File: src/rtl/pohm_defs.svh
// constants of the path overhead defect monitor: offsets, fields, resets, timing
// assumes a single 250 MHz clock and an APB slave with 8-bit byte addresses
//
// Behaviour
// label accepted after same C2 in 3 frames, or 5 with five-frame select.
// unequipped active when accepted label is 00 and expected label is not 00.
// expected 00: match only for accepted 00; unequipped stays inactive.
// expected 00, accepted E1-FC: mismatch; payload defect only if equal to expected code.
// expected not 00, accepted 00: mismatch, unequipped active, payload defect inactive.
// expected 01: accepted 01, 02-E0, FD-FF match, no unequipped, no payload defect.
// expected 02-FF: accepted 01 matches; 02-E0/FD-FF match only when equal.
// expected 02-FF, accepted E1-FC: match with payload defect if equal to code.
// range off: expected code is E0 plus 5-bit value; zero means none.
// range on: accepted E1 up to E0 plus value counts as the expected code.
// remote defect set/cleared after 5 or 10 frames of G1 bit 5 high/low.
// enhanced remote set when 010,100,101,110,111 persists 5 or 10 frames.
// enhanced remote cleared when 000,001,011 persists 5 or 10 frames.
// all nine overhead bytes shifted out serially in arrival order J1..N1.
// overhead port clock 20.736 MHz nominal, gapped from 25.92 MHz.
// frame pulse high at MSB of first J1; receiver samples on rising port clock.
// path alarm summary ORs section alarm and enabled path defects; here section alarm is also masked by alm_en bit 0.
// defects update on frame boundaries; status readable with latched change flags.
// expected 01 with accepted E1-FC behaves as expected 02-FF.
`ifndef POHM_DEFS_SVH
`define POHM_DEFS_SVH

// ----------------------------------------------------------------
// register offsets
// ----------------------------------------------------------------
`define ADDR_CFG 8'h00
`define ADDR_EXPECT 8'h04
`define ADDR_ALM_EN 8'h08
`define ADDR_STATUS 8'h0C
`define ADDR_INT_STAT 8'h10
`define ADDR_INT_MASK 8'h14

// ----------------------------------------------------------------
// fields and reset values
// ----------------------------------------------------------------
`define CFG_LABEL5 0
`define CFG_RDI10 1
`define CFG_RANGE 2
`define CFG_W 3
`define CFG_RESET 3'h0
`define ALM_W 11
`define ALM_EN_RESET 11'h7FF
`define NDEF 6
`define D_PLU 0
`define D_PLM 1
`define D_UNEQ 2
`define D_PDI 3
`define D_RDI 4
`define D_ERDI 5
`define STATUS_LABEL_LSB 16
`define EXPECT_CODE_LSB 8

// ----------------------------------------------------------------
// overhead byte positions and persistence counts
// ----------------------------------------------------------------
`define IDX_J1 4'h0
`define IDX_C2 4'h2
`define IDX_G1 4'h3
`define IDX_N1 4'h8
`define POH_BYTES 9
`define LABEL_N3 3'h3
`define LABEL_N5 3'h5
`define PLU_LIMIT 3'h5
`define RDI_N5 4'h5
`define RDI_N10 4'hA
`define PDI_BASE 8'hE0
`define PDI_LOW 8'hE1
`define PDI_HIGH 8'hFC

// ----------------------------------------------------------------
// timing
// ----------------------------------------------------------------
`define CLK_KHZ 250000
`define OH_BASE_KHZ 25920
`define OH_PORT_KHZ 20736
`define OH_GAP_PERIOD 3'h5

`endif

File: src/rtl/pohm_pkg.sv
// types shared by the path overhead monitor and its serial port
// assumes pohm_defs.svh on the include path
`include "pohm_defs.svh"

package pohm_pkg;

  typedef enum logic [1:0] {
    SER_IDLE = 2'b01,
    SER_SHIFT = 2'b10
  } ser_state_t;

  typedef struct packed {
    ser_state_t st;
    logic [8*`POH_BYTES-1:0] buf_bytes;
    logic [8*`POH_BYTES-1:0] shreg;
    logic [6:0] bit_cnt;
    logic [31:0] phase;
    logic [2:0] gap_cnt;
    logic [3:0] half_cnt;
    logic oh_clk;
    logic oh_data;
    logic oh_fp;
  } ser_reg_t;

  typedef struct packed {
    logic pready;
    logic [31:0] prdata;
    logic pslverr;
    logic [`CFG_W-1:0] cfg;
    logic [7:0] exp_label;
    logic [4:0] exp_code;
    logic [`ALM_W-1:0] alm_en;
    logic [`NDEF-1:0] int_stat;
    logic [`NDEF-1:0] int_mask;
    logic irq;
    logic alarm;
    logic [7:0] c2_cur;
    logic [7:0] g1_cur;
    logic [7:0] c2_prev;
    logic [2:0] c2_run;
    logic [7:0] acc_label;
    logic acc_valid;
    logic [2:0] plu_cnt;
    logic [2:0] g1_prev;
    logic [3:0] g1_run;
    logic [3:0] rdi_run;
    logic [`NDEF-1:0] defects;
  } mon_reg_t;

endpackage : pohm_pkg

File: src/rtl/poh_serializer.sv
// serial overhead port: byte store, gapped port clock and bit shifter
// assumes bytes arrive on CLK with an index 0..NBYTES-1 and frame_go with the last
`timescale 1ns/1ps
`include "pohm_defs.svh"

module poh_serializer
#(
  parameter int NBYTES = `POH_BYTES,
  parameter int CLK_KHZ = `CLK_KHZ
)
(
  // clock and reset
  input wire logic clk,
  input wire logic rst_n,
  // byte capture
  input wire logic byte_we,
  input wire logic [3:0] byte_idx,
  input wire logic [7:0] byte_data,
  input wire logic frame_go,
  // serial port
  output logic oh_clk,
  output logic oh_data,
  output logic oh_fp
);
  import pohm_pkg::*;

  localparam logic [31:0] PHASE_INC =
    32'(({32'd0, 32'(`OH_BASE_KHZ)} << 32) / 64'(CLK_KHZ));
  localparam int HALF_CYC_I = CLK_KHZ / (2 * `OH_BASE_KHZ);
  localparam logic [3:0] HALF_CYC = 4'(HALF_CYC_I < 1 ? 1 : HALF_CYC_I);
  localparam logic [6:0] LAST_BIT = 7'(8 * NBYTES - 1);

  // the byte store is sized for the full overhead column
  if (NBYTES < 1 || NBYTES > `POH_BYTES || CLK_KHZ < 4 * `OH_BASE_KHZ || HALF_CYC_I > 15)
  begin : g_param_check
    $error("poh_serializer: unsupported NBYTES or CLK_KHZ");
  end

  ser_reg_t q, d;
  logic [32:0] phase_sum;
  logic tick;
  logic gap_ok;

  always_comb
  begin
    d = q;
    phase_sum = {1'b0, q.phase} + {1'b0, PHASE_INC};
    tick = phase_sum[32];
    gap_ok = 1'b0;
    d.phase = phase_sum[31:0];
    if (byte_we && byte_idx < 4'(NBYTES))
      d.buf_bytes[8*(NBYTES-1-int'(byte_idx)) +: 8] = byte_data;
    if (q.half_cnt != 4'h0)
    begin
      d.half_cnt = q.half_cnt - 4'h1;
      if (q.half_cnt == 4'h1)
        d.oh_clk = 1'b1;
    end
    // 25.92 MHz ticks with one of every five dropped: 20.736 MHz nominal
    if (tick)
    begin
      d.gap_cnt = (q.gap_cnt == `OH_GAP_PERIOD - 3'h1) ? 3'h0 : q.gap_cnt + 3'h1;
      gap_ok = (q.gap_cnt != `OH_GAP_PERIOD - 3'h1);
    end
    if (gap_ok)
    begin
      d.oh_clk = 1'b0;
      d.half_cnt = HALF_CYC;
      d.oh_fp = 1'b0;
      d.oh_data = 1'b0;
      case (q.st)
        SER_IDLE:
        begin
          d.st = SER_IDLE;
        end
        SER_SHIFT:
        begin
          // data changes on the falling edge, stable at the rising one
          d.oh_data = q.shreg[8*NBYTES-1];
          d.oh_fp = (q.bit_cnt == 7'h0);
          d.shreg = q.shreg << 1;
          d.bit_cnt = q.bit_cnt + 7'h1;
          if (q.bit_cnt == LAST_BIT)
            d.st = SER_IDLE;
        end
        default:
        begin
          d.st = SER_IDLE;
        end
      endcase
    end
    // a frame arriving mid-shift is dropped: frames are far longer than the shift
    if (frame_go && q.st == SER_IDLE)
    begin
      d.st = SER_SHIFT;
      d.shreg = d.buf_bytes;
      d.bit_cnt = 7'h0;
    end
  end

  always_ff @(posedge clk)
  begin
    if (!rst_n)
    begin
      q <= '0;
      q.st <= SER_IDLE;
      q.oh_clk <= 1'b1;
    end
    else
    begin
      q <= d;
    end
  end

  assign oh_clk = q.oh_clk;
  assign oh_data = q.oh_data;
  assign oh_fp = q.oh_fp;

endmodule : poh_serializer

File: src/rtl/path_overhead_defect_monitor.sv
// receive high-order path overhead monitor with APB registers
// assumes overhead bytes and defect inputs come from logic on CLK
//
// The implementer's own choices: the APB register port and the address map.
`timescale 1ns/1ps
`include "pohm_defs.svh"

module path_overhead_defect_monitor
#(
  parameter int CLK_KHZ = `CLK_KHZ
)
(
  // clock and reset
  input wire logic CLK,
  input wire logic RST_N,
  // apb slave
  input wire logic PSEL,
  input wire logic PENABLE,
  input wire logic PWRITE,
  input wire logic [7:0] PADDR,
  input wire logic [31:0] PWDATA,
  output logic [31:0] PRDATA,
  output logic PREADY,
  output logic PSLVERR,
  // overhead byte stream
  input wire logic POH_VALID,
  input wire logic [3:0] POH_INDEX,
  input wire logic [7:0] POH_BYTE,
  // defects from neighbouring blocks
  input wire logic SECTION_ALARM_SUMMARY,
  input wire logic PATH_AIS,
  input wire logic PATH_LOP,
  input wire logic PATH_TRACE_UNSTABLE,
  input wire logic PATH_TRACE_MISMATCH,
  // alarm and interrupt
  output logic PATH_ALARM_SUMMARY,
  output logic IRQ,
  // serial overhead port
  output logic OVERHEAD_PORT_CLOCK,
  output logic OVERHEAD_SERIAL_OUTPUT,
  output logic OVERHEAD_FRAME_PULSE
);
  import pohm_pkg::*;

  // the port clock needs a few system clocks per half period
  if (CLK_KHZ < 4 * `OH_BASE_KHZ)
  begin : g_clk_check
    $error("path_overhead_defect_monitor: CLK_KHZ too low for the overhead port");
  end

  // ----------------------------------------------------------------
  // label judgement
  // ----------------------------------------------------------------
  // returns {mismatch, unequipped, payload_defect}
  function automatic logic [2:0] judge_label(input logic [7:0] expected_label,
                                             input logic [7:0] accepted_label,
                                             input logic [4:0] code,
                                             input logic range_en);
    logic [7:0] expected_defect_code;
    logic is_pdi;
    logic pdi_hit;
    logic [2:0] r;
    expected_defect_code = `PDI_BASE + {3'h0, code};
    is_pdi = (accepted_label >= `PDI_LOW) && (accepted_label <= `PDI_HIGH);
    if (code == 5'h00)
    begin
      pdi_hit = 1'b0;
    end
    else if (range_en)
    begin
      pdi_hit = (accepted_label >= `PDI_LOW) &&
                (accepted_label <= expected_defect_code);
    end
    else
    begin
      pdi_hit = (accepted_label == expected_defect_code);
    end
    r = 3'b000;
    if (expected_label == 8'h00)
    begin
      r[2] = (accepted_label != 8'h00);
      r[0] = is_pdi & pdi_hit;
    end
    else if (accepted_label == 8'h00)
    begin
      r = 3'b110;
    end
    else if (accepted_label == 8'h01)
    begin
      r = 3'b000;
    end
    else if (is_pdi)
    begin
      // expected 01 follows the 02-FF behaviour here
      r[2] = ~pdi_hit;
      r[0] = pdi_hit;
    end
    else
    begin
      r[2] = (expected_label != 8'h01) && (accepted_label != expected_label);
    end
    return r;
  endfunction : judge_label

  // ----------------------------------------------------------------
  // state
  // ----------------------------------------------------------------
  mon_reg_t q, d;
  logic access;
  logic wr_commit;
  logic frame_end;
  logic [2:0] label_need;
  logic [3:0] frames_need;
  logic [2:0] run_c2;
  logic [2:0] run_g1_pat;
  logic [3:0] run_g1;
  logic [2:0] verdict;
  logic [`NDEF-1:0] new_def;
  logic [`NDEF-1:0] w1c;
  logic [`NDEF-1:0] changed;
  logic [`ALM_W-1:0] alm_src;
  logic [31:0] rd_val;
  logic rd_err;

  always_comb
  begin
    d = q;
    access = PSEL & PENABLE;
    wr_commit = access & q.pready & PWRITE;
    frame_end = POH_VALID && (POH_INDEX == `IDX_N1);
    label_need = q.cfg[`CFG_LABEL5] ? `LABEL_N5 : `LABEL_N3;
    frames_need = q.cfg[`CFG_RDI10] ? `RDI_N10 : `RDI_N5;
    run_c2 = 3'h0;
    run_g1_pat = 3'h0;
    run_g1 = 4'h0;
    verdict = 3'h0;
    new_def = q.defects;
    w1c = '0;
    rd_val = 32'h0000_0000;
    rd_err = 1'b0;

    // ----------------------------------------------------------------
    // apb: one wait state, read data registered with pready
    // ----------------------------------------------------------------
    d.pready = access & ~q.pready;
    if (access & ~q.pready)
    begin
      case (PADDR)
        `ADDR_CFG:
        begin
          rd_val = {29'h0, q.cfg};
        end
        `ADDR_EXPECT:
        begin
          rd_val = {19'h0, q.exp_code, q.exp_label};
        end
        `ADDR_ALM_EN:
        begin
          rd_val = {21'h0, q.alm_en};
        end
        `ADDR_STATUS:
        begin
          rd_val = {8'h0, q.acc_label, 9'h0, q.acc_valid, q.defects};
        end
        `ADDR_INT_STAT:
        begin
          rd_val = {26'h0, q.int_stat};
        end
        `ADDR_INT_MASK:
        begin
          rd_val = {26'h0, q.int_mask};
        end
        default:
        begin
          rd_err = 1'b1;
        end
      endcase
      d.prdata = rd_val;
      d.pslverr = rd_err;
    end
    else
    begin
      d.prdata = 32'h0000_0000;
      d.pslverr = 1'b0;
    end
    if (wr_commit)
    begin
      case (PADDR)
        `ADDR_CFG:
        begin
          d.cfg = PWDATA[`CFG_W-1:0];
        end
        `ADDR_EXPECT:
        begin
          d.exp_label = PWDATA[7:0];
          d.exp_code = PWDATA[`EXPECT_CODE_LSB +: 5];
        end
        `ADDR_ALM_EN:
        begin
          d.alm_en = PWDATA[`ALM_W-1:0];
        end
        `ADDR_INT_STAT:
        begin
          w1c = PWDATA[`NDEF-1:0];
        end
        `ADDR_INT_MASK:
        begin
          d.int_mask = PWDATA[`NDEF-1:0];
        end
        default:
        begin
          d.cfg = q.cfg;
        end
      endcase
    end

    // ----------------------------------------------------------------
    // overhead capture and per-frame defect update
    // ----------------------------------------------------------------
    if (POH_VALID && POH_INDEX == `IDX_C2)
    begin
      d.c2_cur = POH_BYTE;
    end
    if (POH_VALID && POH_INDEX == `IDX_G1)
    begin
      d.g1_cur = POH_BYTE;
    end
    if (frame_end)
    begin
      // label persistence and instability counter
      run_c2 = (q.c2_cur == q.c2_prev) ?
               ((q.c2_run == `LABEL_N5) ? q.c2_run : q.c2_run + 3'h1) : 3'h1;
      d.c2_run = run_c2;
      d.c2_prev = q.c2_cur;
      if (q.c2_cur != q.c2_prev && q.plu_cnt != `PLU_LIMIT)
        d.plu_cnt = q.plu_cnt + 3'h1;
      if (run_c2 >= label_need)
      begin
        d.acc_label = q.c2_cur;
        d.acc_valid = 1'b1;
        d.plu_cnt = 3'h0;
      end
      new_def[`D_PLU] = (d.plu_cnt == `PLU_LIMIT);
      // label verdict on the freshly accepted value
      verdict = judge_label(q.exp_label, d.acc_label, q.exp_code, q.cfg[`CFG_RANGE]);
      new_def[`D_PLM] = d.acc_valid & verdict[2];
      new_def[`D_UNEQ] = d.acc_valid & verdict[1];
      new_def[`D_PDI] = d.acc_valid & verdict[0];
      // remote defect: count frames that disagree with the present state
      if (q.g1_cur[3] != q.defects[`D_RDI])
      begin
        if (q.rdi_run + 4'h1 >= frames_need)
        begin
          new_def[`D_RDI] = q.g1_cur[3];
          d.rdi_run = 4'h0;
        end
        else
        begin
          d.rdi_run = q.rdi_run + 4'h1;
        end
      end
      else
      begin
        d.rdi_run = 4'h0;
      end
      // enhanced remote defect: identical bits 5-7 pattern persistence
      run_g1_pat = q.g1_cur[3:1];
      run_g1 = (run_g1_pat == q.g1_prev) ?
               ((q.g1_run == `RDI_N10) ? q.g1_run : q.g1_run + 4'h1) : 4'h1;
      d.g1_run = run_g1;
      d.g1_prev = run_g1_pat;
      if (run_g1 >= frames_need)
      begin
        case (run_g1_pat)
          3'b010, 3'b100, 3'b101, 3'b110, 3'b111:
          begin
            new_def[`D_ERDI] = 1'b1;
          end
          default:
          begin
            new_def[`D_ERDI] = 1'b0;
          end
        endcase
      end
    end
    d.defects = new_def;

    // ----------------------------------------------------------------
    // change flags and interrupt: a new change beats a clear
    // ----------------------------------------------------------------
    changed = new_def ^ q.defects;
    for (int i = 0; i < `NDEF; i++)
    begin
      d.int_stat[i] = changed[i] | (q.int_stat[i] & ~w1c[i]);
    end
    d.irq = |(d.int_stat & d.int_mask);

    // ----------------------------------------------------------------
    // alarm summary
    // ----------------------------------------------------------------
    alm_src = {PATH_TRACE_MISMATCH, PATH_TRACE_UNSTABLE,
               new_def[`D_ERDI], new_def[`D_RDI], new_def[`D_PDI],
               new_def[`D_UNEQ], new_def[`D_PLM], new_def[`D_PLU],
               PATH_LOP, PATH_AIS, SECTION_ALARM_SUMMARY};
    d.alarm = |(alm_src & q.alm_en);
  end

  always_ff @(posedge CLK)
  begin
    if (!RST_N)
    begin
      q <= '0;
      q.cfg <= `CFG_RESET;
      q.alm_en <= `ALM_EN_RESET;
    end
    else
    begin
      q <= d;
    end
  end

  // ----------------------------------------------------------------
  // serial overhead port
  // ----------------------------------------------------------------
  poh_serializer
  #(
    .NBYTES(`POH_BYTES),
    .CLK_KHZ(CLK_KHZ)
  )
  u_ser
  (
    .clk(CLK),
    .rst_n(RST_N),
    .byte_we(POH_VALID),
    .byte_idx(POH_INDEX),
    .byte_data(POH_BYTE),
    .frame_go(frame_end),
    .oh_clk(OVERHEAD_PORT_CLOCK),
    .oh_data(OVERHEAD_SERIAL_OUTPUT),
    .oh_fp(OVERHEAD_FRAME_PULSE)
  );

  assign PRDATA = q.prdata;
  assign PREADY = q.pready;
  assign PSLVERR = q.pslverr;
  assign IRQ = q.irq;
  assign PATH_ALARM_SUMMARY = q.alarm;

endmodule : path_overhead_defect_monitor

File: config.mk
export PLATFORM = sky130hd
export DESIGN_NAME = path_overhead_defect_monitor
export DESIGN_NICKNAME = d
export VERILOG_FILES = /design/src/rtl/pohm_pkg.sv /design/src/rtl/poh_serializer.sv /design/src/rtl/path_overhead_defect_monitor.sv
export VERILOG_INCLUDE_DIRS = /design/src /design/src/rtl
export SDC_FILE = /design/constraint.sdc
export NUM_CORES = 1
export LEC_CHECK = 0
export BUFFER_PORTS_ARGS = -buffer_cell sky130_fd_sc_hd__buf_2
export CAP_MARGIN = 5
export CORE_MARGIN = 4
export CORE_UTILIZATION = 55
export CTS_BUF_LIST = sky130_fd_sc_hd__clkbuf_8 sky130_fd_sc_hd__clkbuf_16
export CTS_CLUSTER_SIZE = 10
export DETAILED_ROUTE_END_ITERATION = 7
export HOLD_SLACK_MARGIN = 0.02
export PLACE_DENSITY = 0.85
export SKIP_CTS_REPAIR_TIMING = 1
export SLEW_MARGIN = 15
export SYNTH_ARGS = -nofsm -noshare
export SYNTH_HDL_FRONTEND = slang
export SYNTH_SLANG_ARGS = --single-unit
File: constraint.sdc
create_clock -name CLK -period 4 [get_ports CLK]
set_input_delay 0.4 -clock CLK [delete_from_list [all_inputs] [get_ports CLK]]
set_output_delay 0.4 -clock CLK [all_outputs]
set_load 0.02 [all_outputs]
==> results.md, run 1 <==
- Status: finished with violations
- Violated checks: negative setup slack
- Fillers: about 2000
- Root Driver: clkbuf_16
- Worst-case clock buffer depth: 3
- Initial antenna violation count: 0
- I/O Pins: between 100 and 150
- Worst Setup EP: IRQ$_SDFF_PN0_
- Overall die area: approximately 0.028 mm2
- Seq cells post-synth: 310
- Vias per inst: between 5 and 6
- CP startpoint: q[33]$_SDFFE_PN0P_
- Combined area of the multi-input logic cells: about 0.0075 mm2
- Core footprint: roughly 0.025 mm2
- Synth unique cells: 81
- End of the worst register-to-register path: IRQ$_SDFF_PN0_
- Max Freq: about 240 MHz
- Number of global-route vias before repair: 11870
- Num CTS Buffers: 37
- First-pass GRT wire length: approximately 58000 um
- Required time worst endpoint: ~4.4 ns
- Tcrit/Tclk final: 105.7%
- Syn Area/Cell: between 8 and 9 um2
- Leading area contributor after synthesis: dfxtp_1
- CTS sink count: just over 300
- Die extent in x: 168.7 um
- Post-DP HPWL: 22760 um
- Final min period: between 4 and 5 ns
- Crit end category: register
- CP startpoint kind: register
- Unrepaired setup endpoints after global routing: true
- DRC violations left: 0
- Synth area leaders: dfxtp_1 (44%), nand2_1 (7.4%), a21oi_1 (7.4%)
- Worst reg-to-reg setup slack: -0.23 ns
- Fraction of layout cells with a size suffix above 1: roughly 14%
- Sequential share of the synthesized area: 43.72%
- Critical path class: reg2reg
- Synthesized instance count: about 1700
- Clock slew at reported path FFs: approximately 0.05 ns
- GRT Residual Overflow: 0
- Critical path arrival: ~4.6 ns
- Reg2reg path depth: 18
- Final WS setup: -0.2267 ns
- Iteration-0 DRC Markers: around 1200
- RR Startpoint: q[33]$_SDFFE_PN0P_
- Slew of the pin with the lowest slew margin: about 0.83 ns
- Max Slew Vio Count: 0
- Largest net degree at the start of global routing: 138
- Ys flop type: dfxtp_1
- Post-synth top area share: between 40% and 50%
- Post-DRT Antenna Nets: 0
- CP Max Fanout: 9
- Post-synth ARST share: 0%
- Pwr Density: a little over 400 mW/mm2
- Clock Latency Late Sink: ~0.53 ns
- Synth Warn #: 0
- Area grow syn2layout: 13.57%
- Post-synthesis mux area share: under 10%
- Routed Wire Length: roughly 36000 um
- Antenna cells: 0
- Min-delay worst type: in2reg
- Static Leak: roughly 6.3 nW
- GRT Util Overall: about a quarter
- XOR/XNOR Fraction of Synth Area: approximately 3.3%
- Compound-gate portion of the synthesized area: roughly a fifth
- Final Util: approximately 64%
- Mapped Area: ~0.014 mm2
- Initial Utilization: a little under three fifths
- H-Tree Depth: 2
- Die Y: approximately 170 um
- Synth Area in Simple Gates: 21.48%
- Post-Synth Adder-Cell Area: roughly 2.9%
- WL per Instance: approximately 17 um
- Register area: between 0.006 and 0.007 mm2
- Slew HR: between 40% and 50%
- Largest family of logic cells by synthesized area: simple AND/OR/NAND/NOR gates
- Max Cap Viol: 0
- Cell row count: between 50 and 60
- I/O Buffers: slightly above 70
- Finish-stage setup viols: 3
- Layout Nets: ~1900
- Clk_skew: roughly 0.018 ns
- Drt pass-1 iters: 5
- Number of flops mapped to enable cells by yosys: 0
- Peak VDD IR: 450.0 uV
- Vias: roughly 12000
- CTS tree: built
- Final hold vios: 0
- Total Power: 6.688 mW
- Final GP Congestion: 0.9399
==> Yosys cell counts, types with 4 or more instances <==
master	count
dfxtp_1	310
nand2_1	279
a21oi_1	209
nor2_1	148
o21ai_0	142
and2_1	82
clkbuf_1	72
nand3_1	45
buf_4	37
mux2i_1	35
xnor2_1	34
ha_1	33
inv_1	33
a221oi_1	22
buf_2	19
nor2b_1	18
nor3_1	18
xor2_1	18
a22oi_1	15
and3_1	13
a21o_1	11
mux2_2	8
nand4_1	8
or3_1	8
a211oi_1	6
buf_1	6
nand2b_1	6
o21a_1	6
or4_1	6
nor4_1	5
o31ai_1	5
o211ai_1	4
o22ai_1	4
==> state kept, by name, summed over array words and instances (netlist names) <==
| signal | cells |
|---|---|
| u_ser.q | 192 |
| q | 90 |
| PRDATA | 21 |
| IRQ | 1 |
| PATH_ALARM_SUMMARY | 1 |
| PREADY | 1 |
| PSLVERR | 1 |
| u_ser.oh_clk | 1 |
| u_ser.oh_data | 1 |
| u_ser.oh_fp | 1 |
==> critical path: stages, from the launching register on <==
cell	delay, ns
dfxtp_2	0.34
xnor2_2	0.19
nand4_1	0.21
buf_4	0.21
nor3_4	0.23
ha_4	0.26
a21o_1	0.21
buf_4	0.19
a221oi_1	0.29
nand3_1	0.19
ha_4	0.31
nand2_1	0.05
o22ai_1	0.20
a21oi_2	0.08
or2_4	0.25
o311a_1	0.35
o21a_1	0.20
o31ai_2	0.28
a41oi_2	0.06
==> worst min path at each step <==
| stage | startpoint | depth (start not counted) | end |
|---|---|---|---|
| after floorplan | q[66]$_SDFF_PN0_ | 2 | PRDATA[2]$_SDFF_PN0_ |
| after global placement | u_ser.q[99]$_SDFFE_PN0P_ | 2 | u_ser.q[99]$_SDFFE_PN0P_ |
| after detailed placement | u_ser.q[88]$_SDFFE_PN0P_ | 2 | u_ser.q[88]$_SDFFE_PN0P_ |
| after CTS | PWDATA[6] | 3 | q[76]$_SDFFE_PN1P_ |
| after global routing | PWDATA[10] | 3 | q[80]$_SDFFE_PN1P_ |
| final | PWDATA[10] | 3 | q[80]$_SDFFE_PN1P_ |
==> final cells by class <==
class / count / area share [%]
Clock buffer: 38 / 5.828
Clock inverter: 7 / 0.5199
Inverter: 33 / 0.7838
Multi-Input combinational cell: 1267 / 46.56
Sequential cell: 310 / 38.58
Tap cell: 330 / 2.561
Timing Repair Buffer: 125 / 5.168
==> logic make-up (layout without fill, tap and decap cells) <==
family | Yosys count | count (layout)
DFF | 310 | 310
muxes | 49 | 49
adders and majority gates | 33 | 33
buffers and inverters | 167 | 203
other | 1 | 11
AOI/OAI and AO/OA | 462 | 462
xor gates and xnor gates | 53 | 53
and+or+nand+nor | 659 | 659
==> cell usage in the layout (no fill, tap or decap), drive strengths merged, types with 19 or more instances in the layout <==
| cell type | instances |
|---|---|
| a21oi | 209 |
| inv | 36 |
| buf | 125 |
| o21ai | 145 |
| and2 | 82 |
| mux2i | 36 |
| dfxtp | 310 |
| nand3 | 46 |
| a221oi | 22 |
| xnor2 | 34 |
| nor3 | 19 |
| clkbuf | 38 |
| nor2 | 150 |
| nand2 | 280 |
| xor2 | 19 |
| ha | 33 |
==> per-stage QoR <==
stage / instance area (um2) / setup TNS [ns] / instances / setup slack, ns / hold slack (ns)
detailed placement: 14810 / -0.5338 / 2054 / -0.2503 / 0.4468
CTS: 15830 / -0.6420 / 2099 / -0.2791 / 0.09553
floorplan: 14330 / 0 / 1744 / 0.02913 / 0.4265
global route: 16120 / -0.7559 / 2110 / -0.3635 / 0.1019
finish: 16120 / -0.4111 / 2110 / -0.2267 / 0.09916
global placement: 14810 / -0.08280 / 2054 / -0.07788 / 0.4386
==> report_power, final <==
part | leakage (nW) | internal, mW | total [mW] | switching, mW
sequential | 2.51 | 3.18 | 3.25 | 0.0755
combinational | 3.28 | 0.191 | 0.509 | 0.318
clock | 0.510 | 1.68 | 2.92 | 1.24
==> routing by layer <==
metal  global-route usage [%]  part of all wire (%)  vias to the layer above
met1                    31.00                    41                     5829
li1                         -                     -                     5980
met3                    4.017                   7.1                      128
met5                        0                     0                        -
met4                    10.59                   4.4                        0
met2                    39.78                    47                      478
No activity file was read; power rests on OpenSTA's default activity.
==> run 2: changes to the inputs <==
--- a/config.mk
+++ b/config.mk
@@ -15,6 +15,7 @@
 export DETAILED_ROUTE_END_ITERATION = 7
 export HOLD_SLACK_MARGIN = 0.02
 export PLACE_DENSITY = 0.85
+export RECOVER_POWER = 50
 export SKIP_CTS_REPAIR_TIMING = 1
 export SLEW_MARGIN = 15
 export SYNTH_ARGS = -nofsm -noshare
==> run 2 against run 1 <==
Effect of this change:
- the flow finishes with violations (max-capacitance violations, max-slew violations, negative setup slack)
- sequential share of layout area rose by 0.15 points
- wire length decreased by 0.14%
- clock skew shrank 0.0013 ns
- cell count unchanged
- total power barely moved
- register-to-register slack worse by 0.02 ns
- largest cell class unchanged
- largest power group unchanged
==> results.md, run 2 (synthesis gave the netlist of run 1 again) <==
- Status: finished with violations
- Violated checks: max-capacitance violations, max-slew violations, negative setup slack
- Final WS setup: -0.2494 ns
- Die Y: 168.7 um
- Area grow syn2layout: 13.14%
- Min-delay worst type: in2reg
- I/O Buffers: 71
- I/O Pins: between 100 and 150
- Finish-stage setup viols: 3
- Tcrit/Tclk final: 106.2%
- Antenna cells: 0
- End of the worst register-to-register path: q[67]$_SDFF_PN0_
- Fraction of layout cells with a size suffix above 1: roughly an eighth
- Worst-case clock buffer depth: 3
- DRC violations left: 0
- Layout Nets: roughly 1900
- Vias: 12440
- RR Startpoint: q[33]$_SDFFE_PN0P_
- Clock slew at reported path FFs: ~0.05 ns
- GRT Residual Overflow: 0
- Routed Wire Length: ~36000 um
- Iteration-0 DRC Markers: about 1200
- Initial Utilization: a little under three fifths
- Largest net degree at the start of global routing: ~140
- Final min period: 4.249 ns
- Clock Latency Late Sink: 0.53 ns
- Most frequent cells in the layout: dfxtp_1 (299), nand2_1 (278), a21oi_1 (207), nor2_1 (147), o21ai_0 (141)
- Core footprint: 0.02525 mm2
- Max Cap Viol: 2
- Fillers: 1999
- Final hold vios: 0
- Critical path arrival: between 4 and 5 ns
- Commonest non-fill, non-tap cell in the layout: dfxtp_1
- Slew of the pin with the lowest slew margin: roughly 2.8 ns
- Top reg by flops: u_ser.q
- H-Tree Depth: 2
- Hold depth: 3
- Vias per inst: 5.898
- Slew HR: -87.72%
- Dpl cell area: between 0.01 and 0.015 mm2
- Initial antenna violation count: 0
- Final Util: 63.60%
- Number of global-route vias before repair: about 12000
- CTS sink count: 310
- Reg2reg path depth: 18
- Final GP Congestion: roughly 0.94
- CTS tree: built
- Cell row count: between 50 and 60
- Pwr Density: around 420 mW/mm2
- Largest register FFs: between 150 and 200
- Root Driver: clkbuf_16
- First-pass GRT wire length: 57770 um
- Crit end category: register
- CP Max Fanout: 9
- GRT Util Overall: 24.02%
- Max Freq: 235.3 MHz
- CP startpoint kind: register
- Drt pass-1 iters: 7
- Static Leak: between 6 and 7 nW
- Die extent in x: roughly 170 um
- Hold slack final: about 0.097 ns
- Post-DRT Antenna Nets: 0
- Hold worst-path end: q[80]$_SDFFE_PN1P_
- Unrepaired setup endpoints after global routing: true
- Cells after DPL: ~2100
- Clk_skew: ~0.017 ns
- Worst reg-to-reg setup slack: -0.25 ns
- Hold path startpoint: PWDATA[10]
- Num CTS Buffers: 37
- Finished Layout Cells: between 2000 and 2500
- Post-DP HPWL: ~23000 um
- Required time worst endpoint: 4.28 ns
- Peak VDD IR: between 400 and 500 uV
- Max Slew Vio Count: approximately 240
- WL per Instance: about 17 um
- Post-route cell area: 0.01606 mm2
- Critical path class: reg2reg
- Overall die area: between 0.02 and 0.03 mm2
## run 2: changes by cell type in the layout (fill, tap and decap cells not counted), sizes merged
cell,previous run,this run
inv,36,35
clkbuf,38,71
buf,125,92
clkinvlp,0,1
## run 2: worst max-delay path by stage
| stage | slack (ns) | cells past startpoint | start | end |
|---|---|---|---|---|
| 2_1_floorplan | 0.03 | 21 | q[55]$_SDFFE_PN0P_ | IRQ$_SDFF_PN0_ |
| 3_3_place_gp | -0.08 | 19 | q[34]$_SDFFE_PN0P_ | IRQ$_SDFF_PN0_ |
| 3_5_place_dp | -0.25 | 19 | q[33]$_SDFFE_PN0P_ | IRQ$_SDFF_PN0_ |
| 4_1_cts | -0.28 | 19 | q[33]$_SDFFE_PN0P_ | IRQ$_SDFF_PN0_ |
| 5_1_grt | -0.36 | 20 | q[36]$_SDFFE_PN0P_ | IRQ$_SDFF_PN0_ |
| 6_report | -0.25 | 18 | q[33]$_SDFFE_PN0P_ | q[67]$_SDFF_PN0_ |
## run 2: power breakdown
part | total (mW) | switching, mW | internal, mW
logic | 0.509 | 0.319 | 0.189
clock network | 2.92 | 1.24 | 1.68
registers | 3.25 | 0.0753 | 3.18
total | 6.69 | 1.64 | 5.05
## run 2: cell type report
class / instances / area [um2] / share of cell area (%)
clock buffers: 38 / 939.7 / 5.850
clock inverters: 7 / 83.83 / 0.5219
inverters: 33 / 125.1 / 0.7790
multi-input cells: 1267 / 7507 / 46.74
flip-flops and latches: 310 / 6220 / 38.72
well taps: 330 / 412.9 / 2.571
repair buffers: 125 / 773.2 / 4.814
## run 2: metal layers
metal | vias up | wire length, um | track usage (%)
met5 | - | 0 | 0
met4 | 0 | 1729 | 10.59
met3 | 136 | 2483 | 4.017
met2 | 493 | 16980 | 39.78
met1 | 5847 | 14550 | 31.00
li1 | 5968 | - | -
## run 2: worst max-delay path: stages (launching register included)
cell	delay, ns
dfxtp_2	0.34
xnor2_2	0.19
nand4_1	0.21
buf_4	0.21
nor3_4	0.24
ha_4	0.26
a21o_1	0.21
buf_4	0.19
a221oi_1	0.29
nand3_1	0.19
ha_4	0.31
nand2_1	0.05
o22ai_1	0.20
a21oi_2	0.08
or2_4	0.25
o311a_1	0.35
buf_4	0.14
a211oi_2	0.23
nor2_1	0.08
## run 2: metrics by stage
stage / TNS (ns) / total power, mW / worst slack, ns
finish: -0.5143 / 6.686 / -0.2494
global route: -0.9720 / 6.921 / -0.3635
CTS: -0.6420 / 6.716 / -0.2791
detailed placement: -0.5338 / 3.807 / -0.2503
global placement: -0.08280 / 3.784 / -0.07788
floorplan: 0 / 3.667 / 0.02913
